[src/inc/poec_pkg.sv]
// package: register map, field positions and codes for the pwm output and event stage
package poec_pkg;
    // register byte addresses
    localparam logic [11:0] POEC_IOCONL_ADDR = 12'h000;
    localparam logic [11:0] POEC_IOCONH_ADDR = 12'h004;
    localparam logic [11:0] POEC_EVTL_ADDR   = 12'h008;
    localparam logic [11:0] POEC_EVTH_ADDR   = 12'h00C;
    localparam logic [11:0] POEC_STAT_ADDR   = 12'h010;
    localparam logic [15:0] POEC_RESET_VAL   = 16'h0000;
    // io control low fields
    localparam int POEC_CURRENT_LIMIT_INVERT_MODE_BIT  = 15;
    localparam int POEC_SWAP_BIT   = 14;
    localparam int POEC_OVRH_BIT   = 13;
    localparam int POEC_OVRL_BIT   = 12;
    localparam int POEC_OVERRIDE_LEVELS_LSB = 10;
    localparam int POEC_OVERRIDE_SYNC_SELECT_LSB  = 8;
    localparam int POEC_FAULT_LEVELS_LSB = 6;
    localparam int POEC_LIMDAT_LSB = 4;
    localparam int POEC_FEEDFORWARD_LEVELS_LSB  = 2;
    localparam int POEC_HLTDAT_LSB = 0;
    // io control high fields
    localparam int POEC_CAPTURE_SOURCE_SELECT_LSB = 12;
    localparam int POEC_DTC_BIT    = 8;
    localparam int POEC_OUTPUT_MODE_SELECT_LSB   = 4;
    localparam int POEC_HIGH_PIN_ENABLE_BIT   = 3;
    localparam int POEC_LOW_PIN_ENABLE_BIT   = 2;
    localparam int POEC_HIGH_POLARITY_BIT   = 1;
    localparam int POEC_POLL_BIT   = 0;
    localparam logic [15:0] POEC_IOCONH_MASK = 16'h713F;
    // event low fields
    localparam int POEC_PS_LSB     = 11;
    localparam int POEC_T1EN_LSB   = 8;
    localparam int POEC_AUTO_UPDATE_SELECT_LSB = 3;
    localparam int POEC_TRGSEL_LSB = 0;
    localparam logic [15:0] POEC_EVTL_MASK = 16'hFF1F;
    // event high fields
    localparam int POEC_IEN_LSB    = 12;
    localparam int POEC_IEVT_LSB   = 8;
    localparam int POEC_T2EN_LSB   = 5;
    localparam int POEC_OFS_LSB    = 0;
    localparam logic [15:0] POEC_EVTH_MASK = 16'hF3FF;
    // status register bits
    localparam int POEC_CAP_BIT    = 5;
    localparam int POEC_UPD_BIT    = 4;
    localparam int POEC_UPDREQ_BIT = 3;

    typedef enum logic [1:0] {POEC_OVERRIDE_SYNC_SELECT_SOC, POEC_OVERRIDE_SYNC_SELECT_NOW, POEC_OVERRIDE_SYNC_SELECT_UPD, POEC_OVERRIDE_SYNC_SELECT_RSV} poec_override_sync_select_t;
    typedef enum logic [1:0] {POEC_OUTPUT_MODE_SELECT_COMP, POEC_OUTPUT_MODE_SELECT_INDEP, POEC_OUTPUT_MODE_SELECT_PUSH, POEC_OUTPUT_MODE_SELECT_RSV} poec_output_mode_select_t;
    typedef enum logic [1:0] {POEC_AUTO_NONE, POEC_AUTO_DUTY, POEC_AUTO_PHASE, POEC_AUTO_CMPA} poec_auto_t;
    localparam logic [2:0] POEC_CAP_SW   = 3'h0;
    localparam logic [2:0] POEC_CAP_SYNC = 3'h1;
    localparam logic [2:0] POEC_CAP_FF   = 3'h2;
    localparam logic [2:0] POEC_CAP_LIM  = 3'h3;
    localparam logic [2:0] POEC_CAP_FLT  = 3'h4;
    localparam logic [2:0] POEC_TRG_EOC  = 3'h0;
    localparam logic [2:0] POEC_TRG_A    = 3'h1;
    localparam logic [2:0] POEC_TRG_B    = 3'h2;
    localparam logic [2:0] POEC_TRG_C    = 3'h3;
    localparam logic [1:0] POEC_IRQ_EOC  = 2'h0;
    localparam logic [1:0] POEC_IRQ_A    = 2'h1;
    localparam logic [1:0] POEC_IRQ_ADC  = 2'h2;

    // control inputs from the input qualification logic
    typedef struct packed {
        logic fault;
        logic limit;
        logic feedfwd;
        logic sync;
    } poec_pci_t;

    // time base events from the duty-cycle core
    typedef struct packed {
        logic cycle_start;
        logic cycle_end;
        logic cmp_a;
        logic cmp_b;
        logic cmp_c;
        logic update_done;
    } poec_tb_t;
endpackage

[src/hw/poec_top.sv]
// pwm generator output and event stage with apb register slave
//
// Our own choices: the APB slave port and the register addresses.
`timescale 1ns/10ps
`default_nettype none
module poec_top
    import poec_pkg::*;
#(
    parameter int ADDR_W = 12
) (
    // apb slave
    input  wire logic              pclk,
    input  wire logic              presetn,
    input  wire logic              psel,
    input  wire logic              penable,
    input  wire logic              pwrite,
    input  wire logic [ADDR_W-1:0] paddr,
    input  wire logic [31:0]       pwdata,
    output logic      [31:0]       prdata,
    output logic                   pready,
    output logic                   pslverr,
    // generator and control inputs
    input  wire logic              gen_high,
    input  wire logic              gen_low,
    input  wire logic              push_phase,
    input  wire poec_pkg::poec_pci_t pci,
    input  wire poec_pkg::poec_tb_t  tb,
    input  wire logic              debug_halt,
    input  wire logic              duty_write,
    input  wire logic              phase_write,
    input  wire logic              cmpa_write,
    // pins and events
    output logic                   high_pin,
    output logic                   low_pin,
    output logic                   high_pin_en,
    output logic                   low_pin_en,
    output logic                   capture_strobe,
    output logic                   deadtime_comp,
    output logic                   adc_trig1,
    output logic                   adc_trig2,
    output logic                   trig_out,
    output logic                   irq_out,
    output logic                   data_write_block
);
    import poec_pkg::*;

    initial begin
        if (ADDR_W < 5) $error("ADDR_W too small for register map");
    end

    logic [15:0] iol_r, ioh_r, evl_r, evh_r;
    logic [1:0]  ovr_en_r, ovr_dat_r;
    logic        cap_r, upd_r;
    poec_pci_t   pci_q_r;
    logic [4:0]  ofs_cnt_r, ps_cnt_r;
    logic        high_pin_r, low_pin_r, cap_str_r, t1_r, t2_r, trg_r, irq_r, dtc_r;
    logic [1:0]  output_mode_select_r;

    // apb decode, zero wait state
    wire wr_en   = psel && penable && pwrite;
    wire hit_iol = paddr[4:0] == POEC_IOCONL_ADDR[4:0] && paddr[ADDR_W-1:5] == '0;
    wire hit_ioh = paddr[4:0] == POEC_IOCONH_ADDR[4:0] && paddr[ADDR_W-1:5] == '0;
    wire hit_evl = paddr[4:0] == POEC_EVTL_ADDR[4:0] && paddr[ADDR_W-1:5] == '0;
    wire hit_evh = paddr[4:0] == POEC_EVTH_ADDR[4:0] && paddr[ADDR_W-1:5] == '0;
    wire hit_st  = paddr[4:0] == POEC_STAT_ADDR[4:0] && paddr[ADDR_W-1:5] == '0;
    wire hit_any = hit_iol || hit_ioh || hit_evl || hit_evh || hit_st;
    assign pready  = 1'b1;
    assign pslverr = psel && penable && !hit_any;

    logic [15:0] rd_mux;
    always_comb begin
        rd_mux = 16'h0000;
        if (hit_iol) begin
            rd_mux = iol_r;
        end else if (hit_ioh) begin
            rd_mux = ioh_r;
        end else if (hit_evl) begin
            rd_mux = evl_r;
        end else if (hit_evh) begin
            rd_mux = evh_r;
        end else if (hit_st) begin
            rd_mux = 16'h0000;
            rd_mux[POEC_CAP_BIT] = cap_r;
            rd_mux[POEC_UPD_BIT] = upd_r;
        end
    end

    always_ff @(posedge pclk or negedge presetn) begin
        if (!presetn) begin
            prdata <= 32'h0000_0000;
        end else if (psel && !penable && !pwrite) begin
            prdata <= {16'h0000, rd_mux};
        end
    end

    // register fields
    wire         lim_inv   = iol_r[POEC_CURRENT_LIMIT_INVERT_MODE_BIT];
    wire         swap      = iol_r[POEC_SWAP_BIT];
    wire [1:0]   override_sync_select     = iol_r[POEC_OVERRIDE_SYNC_SELECT_LSB +: 2];
    wire [2:0]   capture_source_select    = ioh_r[POEC_CAPTURE_SOURCE_SELECT_LSB +: 3];
    wire [1:0]   output_mode_select      = ioh_r[POEC_OUTPUT_MODE_SELECT_LSB +: 2];
    wire [4:0]   ps        = evl_r[POEC_PS_LSB +: 5];
    wire [2:0]   t1en      = evl_r[POEC_T1EN_LSB +: 3];
    wire [1:0]   auto_update_select    = evl_r[POEC_AUTO_UPDATE_SELECT_LSB +: 2];
    wire [2:0]   trgsel    = evl_r[POEC_TRGSEL_LSB +: 3];
    wire [3:0]   ien       = evh_r[POEC_IEN_LSB +: 4];
    wire [1:0]   ievt      = evh_r[POEC_IEVT_LSB +: 2];
    wire [2:0]   t2en      = evh_r[POEC_T2EN_LSB +: 3];
    wire [4:0]   ofs       = evh_r[POEC_OFS_LSB +: 5];

    // update-pending sources
    wire st_wr     = wr_en && hit_st;
    wire sw_updreq = st_wr && pwdata[POEC_UPDREQ_BIT];
    wire auto_upd  = (auto_update_select == POEC_AUTO_DUTY && duty_write)
                  || (auto_update_select == POEC_AUTO_PHASE && phase_write)
                  || (auto_update_select == POEC_AUTO_CMPA && cmpa_write);
    wire upd_set   = sw_updreq || auto_upd;
    assign data_write_block = upd_r;

    // override latch timing
    wire ovr_load = (override_sync_select == POEC_OVERRIDE_SYNC_SELECT_NOW)
                 || (override_sync_select == POEC_OVERRIDE_SYNC_SELECT_SOC && tb.cycle_start)
                 || (override_sync_select == POEC_OVERRIDE_SYNC_SELECT_UPD && tb.update_done && upd_r);

    // input edges and capture
    wire [3:0] pci_rise = {pci.fault, pci.limit, pci.feedfwd, pci.sync} &
                          ~{pci_q_r.fault, pci_q_r.limit, pci_q_r.feedfwd, pci_q_r.sync};
    logic hw_cap;
    always_comb begin
        case (capture_source_select)
            POEC_CAP_SYNC: hw_cap = pci_rise[0];
            POEC_CAP_FF:   hw_cap = pci_rise[1];
            POEC_CAP_LIM:  hw_cap = pci_rise[2];
            POEC_CAP_FLT:  hw_cap = pci_rise[3];
            default:       hw_cap = 1'b0;
        endcase
    end
    wire sw_cap   = st_wr && pwdata[POEC_CAP_BIT];
    wire cap_fire = (hw_cap || sw_cap) && !cap_r;
    // a capture wins over a software clear of a clear flag; a capture while the flag is set is dropped
    wire cap_nxt  = cap_fire || (cap_r && !(st_wr && !pwdata[POEC_CAP_BIT]));

    // adc trigger sources
    wire [2:0] cmp_ev = {tb.cmp_c, tb.cmp_b, tb.cmp_a};
    wire t1_ev  = |(cmp_ev & t1en);
    wire t2_ev  = |(cmp_ev & t2en);
    wire ofs_done = ofs_cnt_r >= ofs;
    wire t1_pass  = t1_ev && ofs_done && ps_cnt_r == 5'h00;

    // generator signals after output mode
    logic mh, ml;
    always_comb begin
        case (output_mode_select_r)
            POEC_OUTPUT_MODE_SELECT_INDEP: begin
                mh = gen_high;
                ml = gen_low;
            end
            POEC_OUTPUT_MODE_SELECT_PUSH: begin
                mh = gen_high && !push_phase;
                ml = gen_high && push_phase;
            end
            default: begin
                mh = gen_high;
                ml = !gen_high;
            end
        endcase
    end

    // override and priority chain, swap first
    logic ph, pl;
    always_comb begin
        ph = swap ? ml : mh;
        pl = swap ? mh : ml;
        if (ovr_en_r[1]) ph = ovr_dat_r[1];
        if (ovr_en_r[0]) pl = ovr_dat_r[0];
        if (pci.feedfwd) begin
            ph = iol_r[POEC_FEEDFORWARD_LEVELS_LSB + 1];
            pl = iol_r[POEC_FEEDFORWARD_LEVELS_LSB];
        end
        if (pci.limit) begin
            if (lim_inv) begin
                ph = !ph;
                pl = !pl;
            end else begin
                ph = iol_r[POEC_LIMDAT_LSB + 1];
                pl = iol_r[POEC_LIMDAT_LSB];
            end
        end
        if (pci.fault) begin
            ph = iol_r[POEC_FAULT_LEVELS_LSB + 1];
            pl = iol_r[POEC_FAULT_LEVELS_LSB];
        end
        if (debug_halt) begin
            ph = iol_r[POEC_HLTDAT_LSB + 1];
            pl = iol_r[POEC_HLTDAT_LSB];
        end
    end

    logic trg_sel, irq_sel;
    always_comb begin
        case (trgsel)
            POEC_TRG_EOC: trg_sel = tb.cycle_end;
            POEC_TRG_A:   trg_sel = tb.cmp_a;
            POEC_TRG_B:   trg_sel = tb.cmp_b;
            POEC_TRG_C:   trg_sel = tb.cmp_c;
            default:      trg_sel = 1'b0;
        endcase
        case (ievt)
            POEC_IRQ_EOC: irq_sel = tb.cycle_end;
            POEC_IRQ_A:   irq_sel = tb.cmp_a;
            POEC_IRQ_ADC: irq_sel = t1_pass;
            default:      irq_sel = 1'b0;
        endcase
    end
    wire irq_nxt = irq_sel || |(pci_rise & ien);

    // register writes
    always_ff @(posedge pclk or negedge presetn) begin
        if (!presetn) begin
            iol_r <= POEC_RESET_VAL;
            ioh_r <= POEC_RESET_VAL;
            evl_r <= POEC_RESET_VAL;
            evh_r <= POEC_RESET_VAL;
        end else if (wr_en) begin
            if (hit_iol) iol_r <= pwdata[15:0];
            if (hit_ioh) ioh_r <= pwdata[15:0] & POEC_IOCONH_MASK;
            if (hit_evl) evl_r <= pwdata[15:0] & POEC_EVTL_MASK;
            if (hit_evh) evh_r <= pwdata[15:0] & POEC_EVTH_MASK;
        end
    end

    // status, override latch and mode hold
    always_ff @(posedge pclk or negedge presetn) begin
        if (!presetn) begin
            cap_r     <= 1'b0;
            upd_r     <= 1'b0;
            ovr_en_r  <= 2'b00;
            ovr_dat_r <= 2'b00;
            output_mode_select_r    <= POEC_OUTPUT_MODE_SELECT_COMP;
            pci_q_r   <= '0;
        end else begin
            cap_r   <= cap_nxt;
            pci_q_r <= pci;
            // set wins over completion
            upd_r   <= upd_set || (upd_r && !tb.update_done);
            if (ovr_load) begin
                ovr_en_r  <= {iol_r[POEC_OVRH_BIT], iol_r[POEC_OVRL_BIT]};
                ovr_dat_r <= iol_r[POEC_OVERRIDE_LEVELS_LSB +: 2];
            end
            if (output_mode_select != POEC_OUTPUT_MODE_SELECT_RSV) output_mode_select_r <= output_mode_select;
        end
    end

    // adc trigger 1 offset and postscale counters
    always_ff @(posedge pclk or negedge presetn) begin
        if (!presetn) begin
            ofs_cnt_r <= 5'h00;
            ps_cnt_r  <= 5'h00;
        end else if (wr_en && (hit_evl || hit_evh)) begin
            // restart counting after reconfiguration
            ofs_cnt_r <= 5'h00;
            ps_cnt_r  <= 5'h00;
        end else if (t1_ev) begin
            if (!ofs_done) begin
                ofs_cnt_r <= ofs_cnt_r + 5'h01;
            end else if (ps_cnt_r >= ps) begin
                ps_cnt_r <= 5'h00;
            end else begin
                ps_cnt_r <= ps_cnt_r + 5'h01;
            end
        end
    end

    // registered outputs
    always_ff @(posedge pclk or negedge presetn) begin
        if (!presetn) begin
            high_pin_r <= 1'b0;
            low_pin_r  <= 1'b0;
            cap_str_r  <= 1'b0;
            t1_r       <= 1'b0;
            t2_r       <= 1'b0;
            trg_r      <= 1'b0;
            irq_r      <= 1'b0;
            dtc_r      <= 1'b0;
        end else begin
            high_pin_r <= ph ^ ioh_r[POEC_HIGH_POLARITY_BIT];
            low_pin_r  <= pl ^ ioh_r[POEC_POLL_BIT];
            cap_str_r  <= cap_fire;
            t1_r       <= t1_pass;
            t2_r       <= t2_ev;
            trg_r      <= trg_sel;
            irq_r      <= irq_nxt;
            dtc_r      <= ioh_r[POEC_DTC_BIT] ? pci.feedfwd : pci.sync;
        end
    end

    assign high_pin       = high_pin_r;
    assign low_pin        = low_pin_r;
    // enable is low while the generator drives the pin
    assign high_pin_en    = !ioh_r[POEC_HIGH_PIN_ENABLE_BIT];
    assign low_pin_en     = !ioh_r[POEC_LOW_PIN_ENABLE_BIT];
    assign capture_strobe = cap_str_r;
    assign adc_trig1      = t1_r;
    assign adc_trig2      = t2_r;
    assign trig_out       = trg_r;
    assign irq_out        = irq_r;
    assign deadtime_comp  = dtc_r;
endmodule
`default_nettype wire

[config.mk]
export PLATFORM = sky130hd
export DESIGN_NAME = poec_top
export DESIGN_NICKNAME = d
export VERILOG_FILES = /design/src/inc/poec_pkg.sv /design/src/hw/poec_top.sv
export SDC_FILE = /design/constraint.sdc
export NUM_CORES = 1
export LEC_CHECK = 0
export ABC_AREA = 1
export ABC_CLOCK_PERIOD_IN_PS = 2400
export BUFFER_PORTS_ARGS = -buffer_cell sky130_fd_sc_hd__buf_2
export CAP_MARGIN = 25
export CORE_MARGIN = 3
export CORE_UTILIZATION = 55
export CTS_CLUSTER_SIZE = 12
export DETAILED_ROUTE_END_ITERATION = 7
export GPL_TIMING_DRIVEN = 0
export PLACE_DENSITY = 0.8
export SYNTH_ARGS = -nofsm -noshare
export SYNTH_HDL_FRONTEND = slang
export SYNTH_SLANG_ARGS = --single-unit
[constraint.sdc]
create_clock -name pclk -period 2.4 [get_ports pclk]
set_clock_uncertainty 0.05 [all_clocks]
set_input_delay 0.12 -clock pclk [delete_from_list [all_inputs] [get_ports pclk]]
set_output_delay 0.12 -clock pclk [all_outputs]
set_load 0.02 [all_outputs]
# Yosys cells after proc, flatten, opt, wreduce, memory -nomap -nowiden
# Cells that the tools add are included.
totals:
  register_bits: 99
  input_bits: 66
  out_inout_bits: 45
  wordCells: 161
classes:
  addsub: 2
  magnitude_cmp: 2
  eq_ne: 22
  mux: 32
  n_bitwise: 7
  reduce_logical: 72
op_table:
  columns: ["cell", "n"]
  rows:
  - ["16-bit two-way mux", 4]
  - ["5-bit two-way mux", 7]
  - ["1-bit logical AND", 28]
  - ["1-bit two-way mux", 16]
  - ["1-bit logical OR", 14]
  - ["1-bit logical NOT", 13]
  - ["3-bit by 2-bit == test with 1-bit output, second input constant", 4]
  - ["2-bit AND reduction", 6]
  - ["5-bit by 1-bit adder with 5-bit output, second input constant", 2]
  - ["2-bit == test, second input constant", 5]
  - ["5-bit by 4-bit == test with 1-bit output, second input constant", 2]
  - ["5-bit greater-or-equal comparator", 2]
  - ["5-bit logical NOT", 2]
  - ["4-bit AND", 2]
  - ["2-bit by 1-bit == test with 1-bit output, second input constant", 4]
  - ["1-bit one-hot mux with 4 select lines", 2]
  - ["7-bit logical NOT", 1]
  - ["3-bit AND", 2]
  - ["3-bit by 1-bit == test with 1-bit output, second input constant", 2]
  - ["6-bit two-way mux", 1]
  - ["3-bit OR reduction", 2]
  - ["5-bit by 3-bit == test with 1-bit output, second input constant", 1]
  - ["5-bit == test, second input constant", 1]
  - ["2-bit logical NOT", 2]
  - ["10 further kinds", 12]

# Longest topological paths before layout
# Gate-level depths: netlist of run 1.
depth:
  ltp_word: 12
  depth_mapped: 16
  mapped_depth_nobuf: 16

# Worst setup path after synthesis of run 1
# OpenSTA, ideal clock, no wires.
synth_path:
  kind: "register to register"
  start: "register ofs_cnt_r[0]"
  end: "register irq_r, in the netlist irq_out"
  setup_ps: 123
  t_arrival_ps: 1619
  t_required_ps: 2227
  slack_ps: 608
  path_stages_with_launch: 13
  path_buffers: 0
  period_less_slack_ps: 1792
  path_cell_list: "dfrtp_1 > inv_1 > ha_1 > o21ai_0 > nand2_1 > a21oi_1 > nor2_1 > o21ai_0 > nand2_1 > nand2_1 > nor2_1 > nand2_1 > nand2_1"
synth_between:
  elab_chain_len: 5
synth_lines:
  columns: ["element", "line", "source"]
  rows:
  - ["start: declaration", "poec_top.sv:55", "logic [4:0] ofs_cnt_r, ps_cnt_r;"]
  - ["start signal: assignment", "poec_top.sv:265", "ofs_cnt_r <= ofs_cnt_r + 5'h01;"]
  - ["5-bit greater-or-equal comparator", "poec_top.sv:147", "wire ofs_done = ofs_cnt_r >= ofs;"]
  - ["1-bit logical AND (2 in series)", "poec_top.sv:148", "wire t1_pass = t1_ev && ofs_done && ps_cnt_r == 5'h00;"]
  - ["net t1_pass", "poec_top.sv:148", null]
  - ["1-bit one-hot mux with 3 select lines", "poec_top.sv:208", "case (ievt)"]
  - ["1-bit logical OR", "poec_top.sv:215", "wire irq_nxt = irq_sel || |(pci_rise & ien);"]
  - ["net irq_nxt", "poec_top.sv:215", null]
  - ["end signal: assignment", "poec_top.sv:292", "irq_r <= irq_nxt;"]
  - ["end: declaration", "poec_top.sv:56", "logic high_pin_r, low_pin_r, cap_str_r, t1_r, t2_r, trg_r, irq_r, dtc_r;"]
# The timed path passes the listed nets, and every way through them passes these cells.
# A chain may end at the register's enable or synchronous reset.

# Worst setup path in the final report of run 1
# Ends and elaborated chain as after synthesis.

==> results.toml, run 1 <==
[min_path]
hold_depth = 3
holdCritPathClass = "in -> reg"

[floorplan]
fp.dieW_microns = 102.8
io_pins = 111
coreArea_sq_um = 8934
die_h_microns = 102.8
dieArea_sq_um = 10580
initial_utilization_pct = 57.73
row_count = 34

[global_route]
grt-ovfl-total = 0
grt_pass1_wl_mm = 21.40
antenna_found_initial = 0
track_usage_pct = 26.49
grt_max_degree = 53
grt_pass1_vias = 4439

[placement]
globalplace.congestion = 0.8927
port_buffers = 77
dp_hpwl_mm = 10.08
place_area_sq_um = 5764
dp_cells = 823

[timing]
final_hold_viol_count = 0
relSlewSlack_pct = 57.66
fmax_mhz = 468.4
fin_tns_setup_ps = 0
drv_slew = 0
setup_violations = 0
period_share_pct = 88.96
rsz0062_at_grt = "no"
worst_pin_slew_ps = 635.0
holdWs_ps = 10.02
period_needed_ps = 2135

[critical_path]
crit_path_end = "irq_out"
crit_path_max_fanout = 7
slowest_stage = "dfrtp_1"
worstPathRequired_ps = 2600
ff2ff_path_depth = 12
startpoint = "ofs_cnt_r[0]"
path_depth = 12
critPathTopFamily = "simple AND/OR/NAND/NOR gates"
cp-start-kind = "flop"
regToRegEndpoint = "irq_out"
cp.arrival_ps = 2330
critPathMaxStageDelay_ps = 420
r2r_slack_ps = 270
r2r_start = "ofs_cnt_r[0]"
critPathCaptureType = "flop"
crit_buf_inv = 1
crit_type = "reg -> reg"
critical_path.most_common_cell = "nand2_1"
path_cells = "inv_1, ha_1, o21ai_0, nand2_1, a21oi_1, nor2_1, o21ai_0, nand2_1, nand2_1, nor2_1, nand2_1, nand2_1"

[pwr]
vdd_drop_max_mv = 0.3204
power.density_nw_per_um2 = 512.4
p_leak_nw = 3.206
power_mw = 3.133

[clocking]
clk_pin_slew_ps = 100
clockBufferDepth = 2
cts_root_buffer = "clkbuf_8"
insertion_delay_ps = 370
post_cts_resized = 0
cts.htree.levels = 3
numCtsBuffers = 9
cts_tree = "yes"
cts_sinks = 99
cts_setup_buffers = 0

[synthesis]
ys_seq_area_share_pct = 48.03
ys_seq_elements = 99
synth.cell_area_sq_um = 5157
syn-instance-count = 622
synth_edf_count = 0
synth.avg_cell_area_sq_um = 8.292
ys_warn_count = 0
synth_ff_type = "dfrtp_1"
ys_types = 44
synth-async-reset-ratio_pct = 100.0

[final_layout]
area_delta_synth_final_pct = 18.53
diodes = 0
fin_area_sq_um = 6113
seq_area_sq_um = 2477
drive_above_1_share_pct = 20.97
final_common_cell = "nand2_1"
layout_common_cells = "nand2_1 (180), dfrtp_1 (99), buf_2 (81)"
nets = 820
fillers = 739
instances_no_fill = 852
multi_input_area_sq_um = 2201

[routing]
vias_per_cell = 5.390
avgRoutedWirePerCell_microns = 15.64
drtPass1Iterations = 5
vias = 4592
ant_nets = 0
drt_iter0_markers = 313
drc = 0
drt-total-wl_mm = 13.32

[job]
max_cap_violations = 0

[outcome]
outcome = "finished clean"
final cells by class:
class / count / area share (%)
plain buffers: 31 / 3.664
clock buffers: 12 / 2.374
clock inverters: 4 / 1.208
inverters: 81 / 5.096
multi-input cells: 426 / 36.00
flip-flops and latches: 99 / 40.52
well taps: 108 / 2.210
repair buffers: 91 / 8.923
logic make-up (layout without fill, tap and decap cells):
| group | count (synthesis) | in the layout | share of synthesized area [%] |
|---|---|---|---|
| flops | 99 | 99 | 48.04 |
| xor+xnor | 6 | 6 | 1.019 |
| simple gates | 266 | 266 | 22.83 |
| buf+inv | 112 | 219 | 10.38 |
| other cells | 2 | 17 | 0.1456 |
| fa+ha+maj | 15 | 15 | 3.639 |
| compound gates | 120 | 120 | 13.51 |
| mux | 2 | 2 | 0.4367 |
stage by stage:
stage	setup slack, ps	util [%]
after floorplan	607.6	-
after global placement	167.1	64.19
after detailed placement	297.2	64.52
after CTS	264.8	68.43
after global routing	24.44	68.43
final	265.0	68.43
worst min-delay path: cells and delay by family:
kind | cells | cell delay, ps
buffers and inverters | 2 | 160
AO/OA/AOI/OAI | 1 | 130
power by group:
group,switching (mW),internal (mW),total (mW)
combinational,0.160,0.0901,0.250
clock,0.585,0.618,1.20
sequential,0.00373,1.68,1.68
synthesized netlist by cell type (2+ instances only):
cell | instances | area [sq um]
inv_1 | 75 | 281.5
nor2_4 | 2 | 22.52
nand2_2 | 4 | 25.02
o221ai_1 | 3 | 26.28
clkbuf_1 | 4 | 15.01
dfrtp_1 | 99 | 2477
mux2_2 | 2 | 22.52
a21oi_1 | 19 | 95.09
o21ai_1 | 33 | 165.2
buf_2 | 5 | 25.02
nand2_1 | 180 | 675.7
a21boi_0 | 2 | 15.01
buf_6 | 5 | 56.30
nor4_1 | 2 | 12.51
o21ai_0 | 37 | 185.2
o21ai_2 | 11 | 96.34
nand2_4 | 5 | 56.30
nand3_1 | 42 | 210.2
ha_1 | 15 | 187.7
xnor2_1 | 2 | 17.52
buf_4 | 17 | 127.6
inv_2 | 4 | 15.01
nor2_1 | 18 | 67.56
o211ai_1 | 3 | 22.52
xor2_1 | 4 | 35.03
a22o_1 | 2 | 17.52
o22ai_1 | 3 | 18.77
conb_1 | 2 | 7.510
o2111ai_1 | 3 | 26.28
a211oi_1 | 2 | 15.01
nor3_1 | 4 | 20.02
per-layer routing:
metal  wire length, microns  global-route usage, %
met5                      0                      0
met3                    960                  6.157
met2                   6339                  42.90
met4                    325                  8.267
met1                   5697                  35.65
state kept, by name, summed over array words and instances (netlist names), 2 cells and up:
register / cells
ioh_r: 10
pci_q_r: 4
iol_r: 16
output_mode_select_r: 2
ovr_en_r: 2
ovr_dat_r: 2
evh_r: 14
ofs_cnt_r: 5
prdata: 16
evl_r: 13
ps_cnt_r: 5
how the worst min path moves through the flow:
stage / start / slack (ps) / end
floorplan: presetn / -230 / adc_trig1
global placement: pci[0] / 190 / pci_q_r[0]
detailed placement: presetn / 140 / prdata[1]
CTS: pwdata[15] / 10 / iol_r[15]
global route: pwdata[15] / 30 / iol_r[15]
finish: pwdata[15] / 10 / iol_r[15]
what timing repair did:
action / 4_1_cts / 5_1_grt
hold buffers: 13 / 0
hold endpoints to repair: 61 / 0
setup endpoints to repair: 0 / 0
Power figures use the tool's default switching activity.
==> run 2, diff against run 1 <==
Settings changed: CORE_ASPECT_RATIO set to 1.25.
==> run 2 against run 1 <==
Effect of this change: worst setup slack lost 2.4 ps; design area up 0.92%; maximum frequency shrank 0.11%; hold slack better by 0.94 ps; first-iteration DRC count up 45%; critical path depth unchanged; clock-buffer cell count decreased by 3; sequential power is essentially flat; register-to-register slack about the same; die area is essentially flat; critical path type unchanged; largest power group unchanged.
==> results.toml, run 2 (synthesis gave the netlist of run 1 again) <==
[outcome]
outcome = "finished clean"

[critical_path]
regToRegEndpoint = "irq_out"
crit_path_end = "irq_out"
r2r_start = "ofs_cnt_r[0]"
cp-start-kind = "flop"
critPathCaptureType = "flop"
startpoint = "ofs_cnt_r[0]"
worstPathRequired_ps = 2600
crit_path_max_fanout = 7
ff2ff_path_depth = 12
cp.arrival_ps = 2340
r2r_slack_ps = 260
crit_type = "reg -> reg"

[routing]
vias_per_cell = 5.330
ant_nets = 0
drc = 0
drtPass1Iterations = 5
vias = 4616
drt_iter0_markers = 454
drt-total-wl_mm = 13.80
avgRoutedWirePerCell_microns = 15.94

[placement]
dp_cells = 835
dp_hpwl_mm = 10.58
pre_cts_ws_ps = 309.1
port_buffers = 77
place_area_sq_um = 5779
globalplace.congestion = 0.9167

[floorplan]
io_pins = 111
fp.dieW_microns = 92.61
dieArea_sq_um = 10580
row_count = 38
coreArea_sq_um = 8891
die_h_microns = 114.3
initial_utilization_pct = 58.01

[timing]
rsz0062_at_grt = "no"
relSlewSlack_pct = 63.19
final_hold_viol_count = 0
worst_pin_slew_ps = 552.2
period_share_pct = 89.06
drv_slew = 0
worst_slack_ps = 262.6
setup_violations = 0
fin_tns_setup_ps = 0
period_needed_ps = 2137
fmax_mhz = 467.9

[final_layout]
layout_common_cells = "nand2_1 (180), dfrtp_1 (99), buf_2 (81)"
largestRegisters = "iol_r (16), prdata (16), evh_r (14)"
area_delta_synth_final_pct = 19.63
fin_area_sq_um = 6170
final_common_cell = "nand2_1"
diodes = 0
instances_no_fill = 866
drive_above_1_share_pct = 21.18
nets = 822

[clocking]
insertion_delay_ps = 380
clockBufferDepth = 2
cts_tree = "yes"
clk_pin_slew_ps = 100
numCtsBuffers = 9
cts.htree.levels = 3
post_cts_resized = 0
cts_root_buffer = "clkbuf_8"
cts_setup_buffers = 0
cts_sinks = 99
cts_hold_buf = 15

[global_route]
track_usage_pct = 27.67
grt_max_degree = 59
grt_pass1_wl_mm = 22.41
antenna_found_initial = 0
grt-ovfl-total = 0
grt_pass1_vias = 4433

[pwr]
vdd_drop_max_mv = 0.3015
power.density_nw_per_um2 = 521.1
p_leak_nw = 3.223

[min_path]
hold_depth = 3
holdCritPathClass = "in -> reg"

[job]
max_cap_violations = 0
[run 2: cell count changes in the layout (fill, tap and decap cells not counted), sizes merged]
cell | previous run | this run
clkinv | 2 | 3
dlygate4sd3 | 13 | 15
clkbuf | 16 | 13
bufinv | 2 | 3
clkinvlp | 0 | 1
[run 2: worst max-delay path, cell delays in order (launching register included)]
cell and delay [ps]:
dfrtp_1 400, inv_1 80, ha_1 270, o21ai_0 160
nand2_1 80, a21oi_1 130, nor2_1 50, o21ai_0 190
nand2_1 70, nand2_1 230, nor2_1 140, nand2_1 90
nand2_1 60
[run 2: worst min path at each step]
stage	to	startpoint	slack, ps
6_report	iol_r[9]	pwdata[9]	10
5_1_grt	evh_r[9]	pwdata[9]	10
4_1_cts	iol_r[9]	pwdata[9]	9
3_5_place_dp	prdata[4]	presetn	100
3_3_place_gp	pci_q_r[0]	pci[0]	190
2_1_floorplan	adc_trig1	presetn	-230
[run 2: routing by layer]
metal	global-route usage (%)	vias up	wire length [microns]
met5	0	-	0
met3	6.509	27	1138
met4	11.05	0	354
met2	45.26	219	6730
met1	35.73	2154	5577
li1	-	2216	-
[run 2: cell type report]
type,instances,area [sq um]
multi-input cells,426,2201
clock buffers,9,123.9
inverters,81,311.5
repair buffers,93,565.5
well taps,120,150.1
flip-flops and latches,99,2477
fillers,724,2721
plain buffers,31,224.0
clock inverters,7,116.4
[run 2: stage by stage]
stage | util, % | power (mW) | hold slack, ps
3_3_place_gp | 64.66 | 1.936 | 194.7
2_1_floorplan | - | 1.829 | -225.6
6_report | 69.39 | 3.215 | 10.96
4_1_cts | 69.39 | 3.226 | 8.940
3_5_place_dp | 65.00 | 1.947 | 101.1
5_1_grt | 69.39 | 3.334 | 11.65
[run 2: report_power, final]
group / switching [mW] / internal (mW) / leakage [nW]
Sequential: 0.00416 / 1.68 / 1.36
Combinational: 0.157 / 0.0921 / 1.74
Clock: 0.595 / 0.690 / 0.119
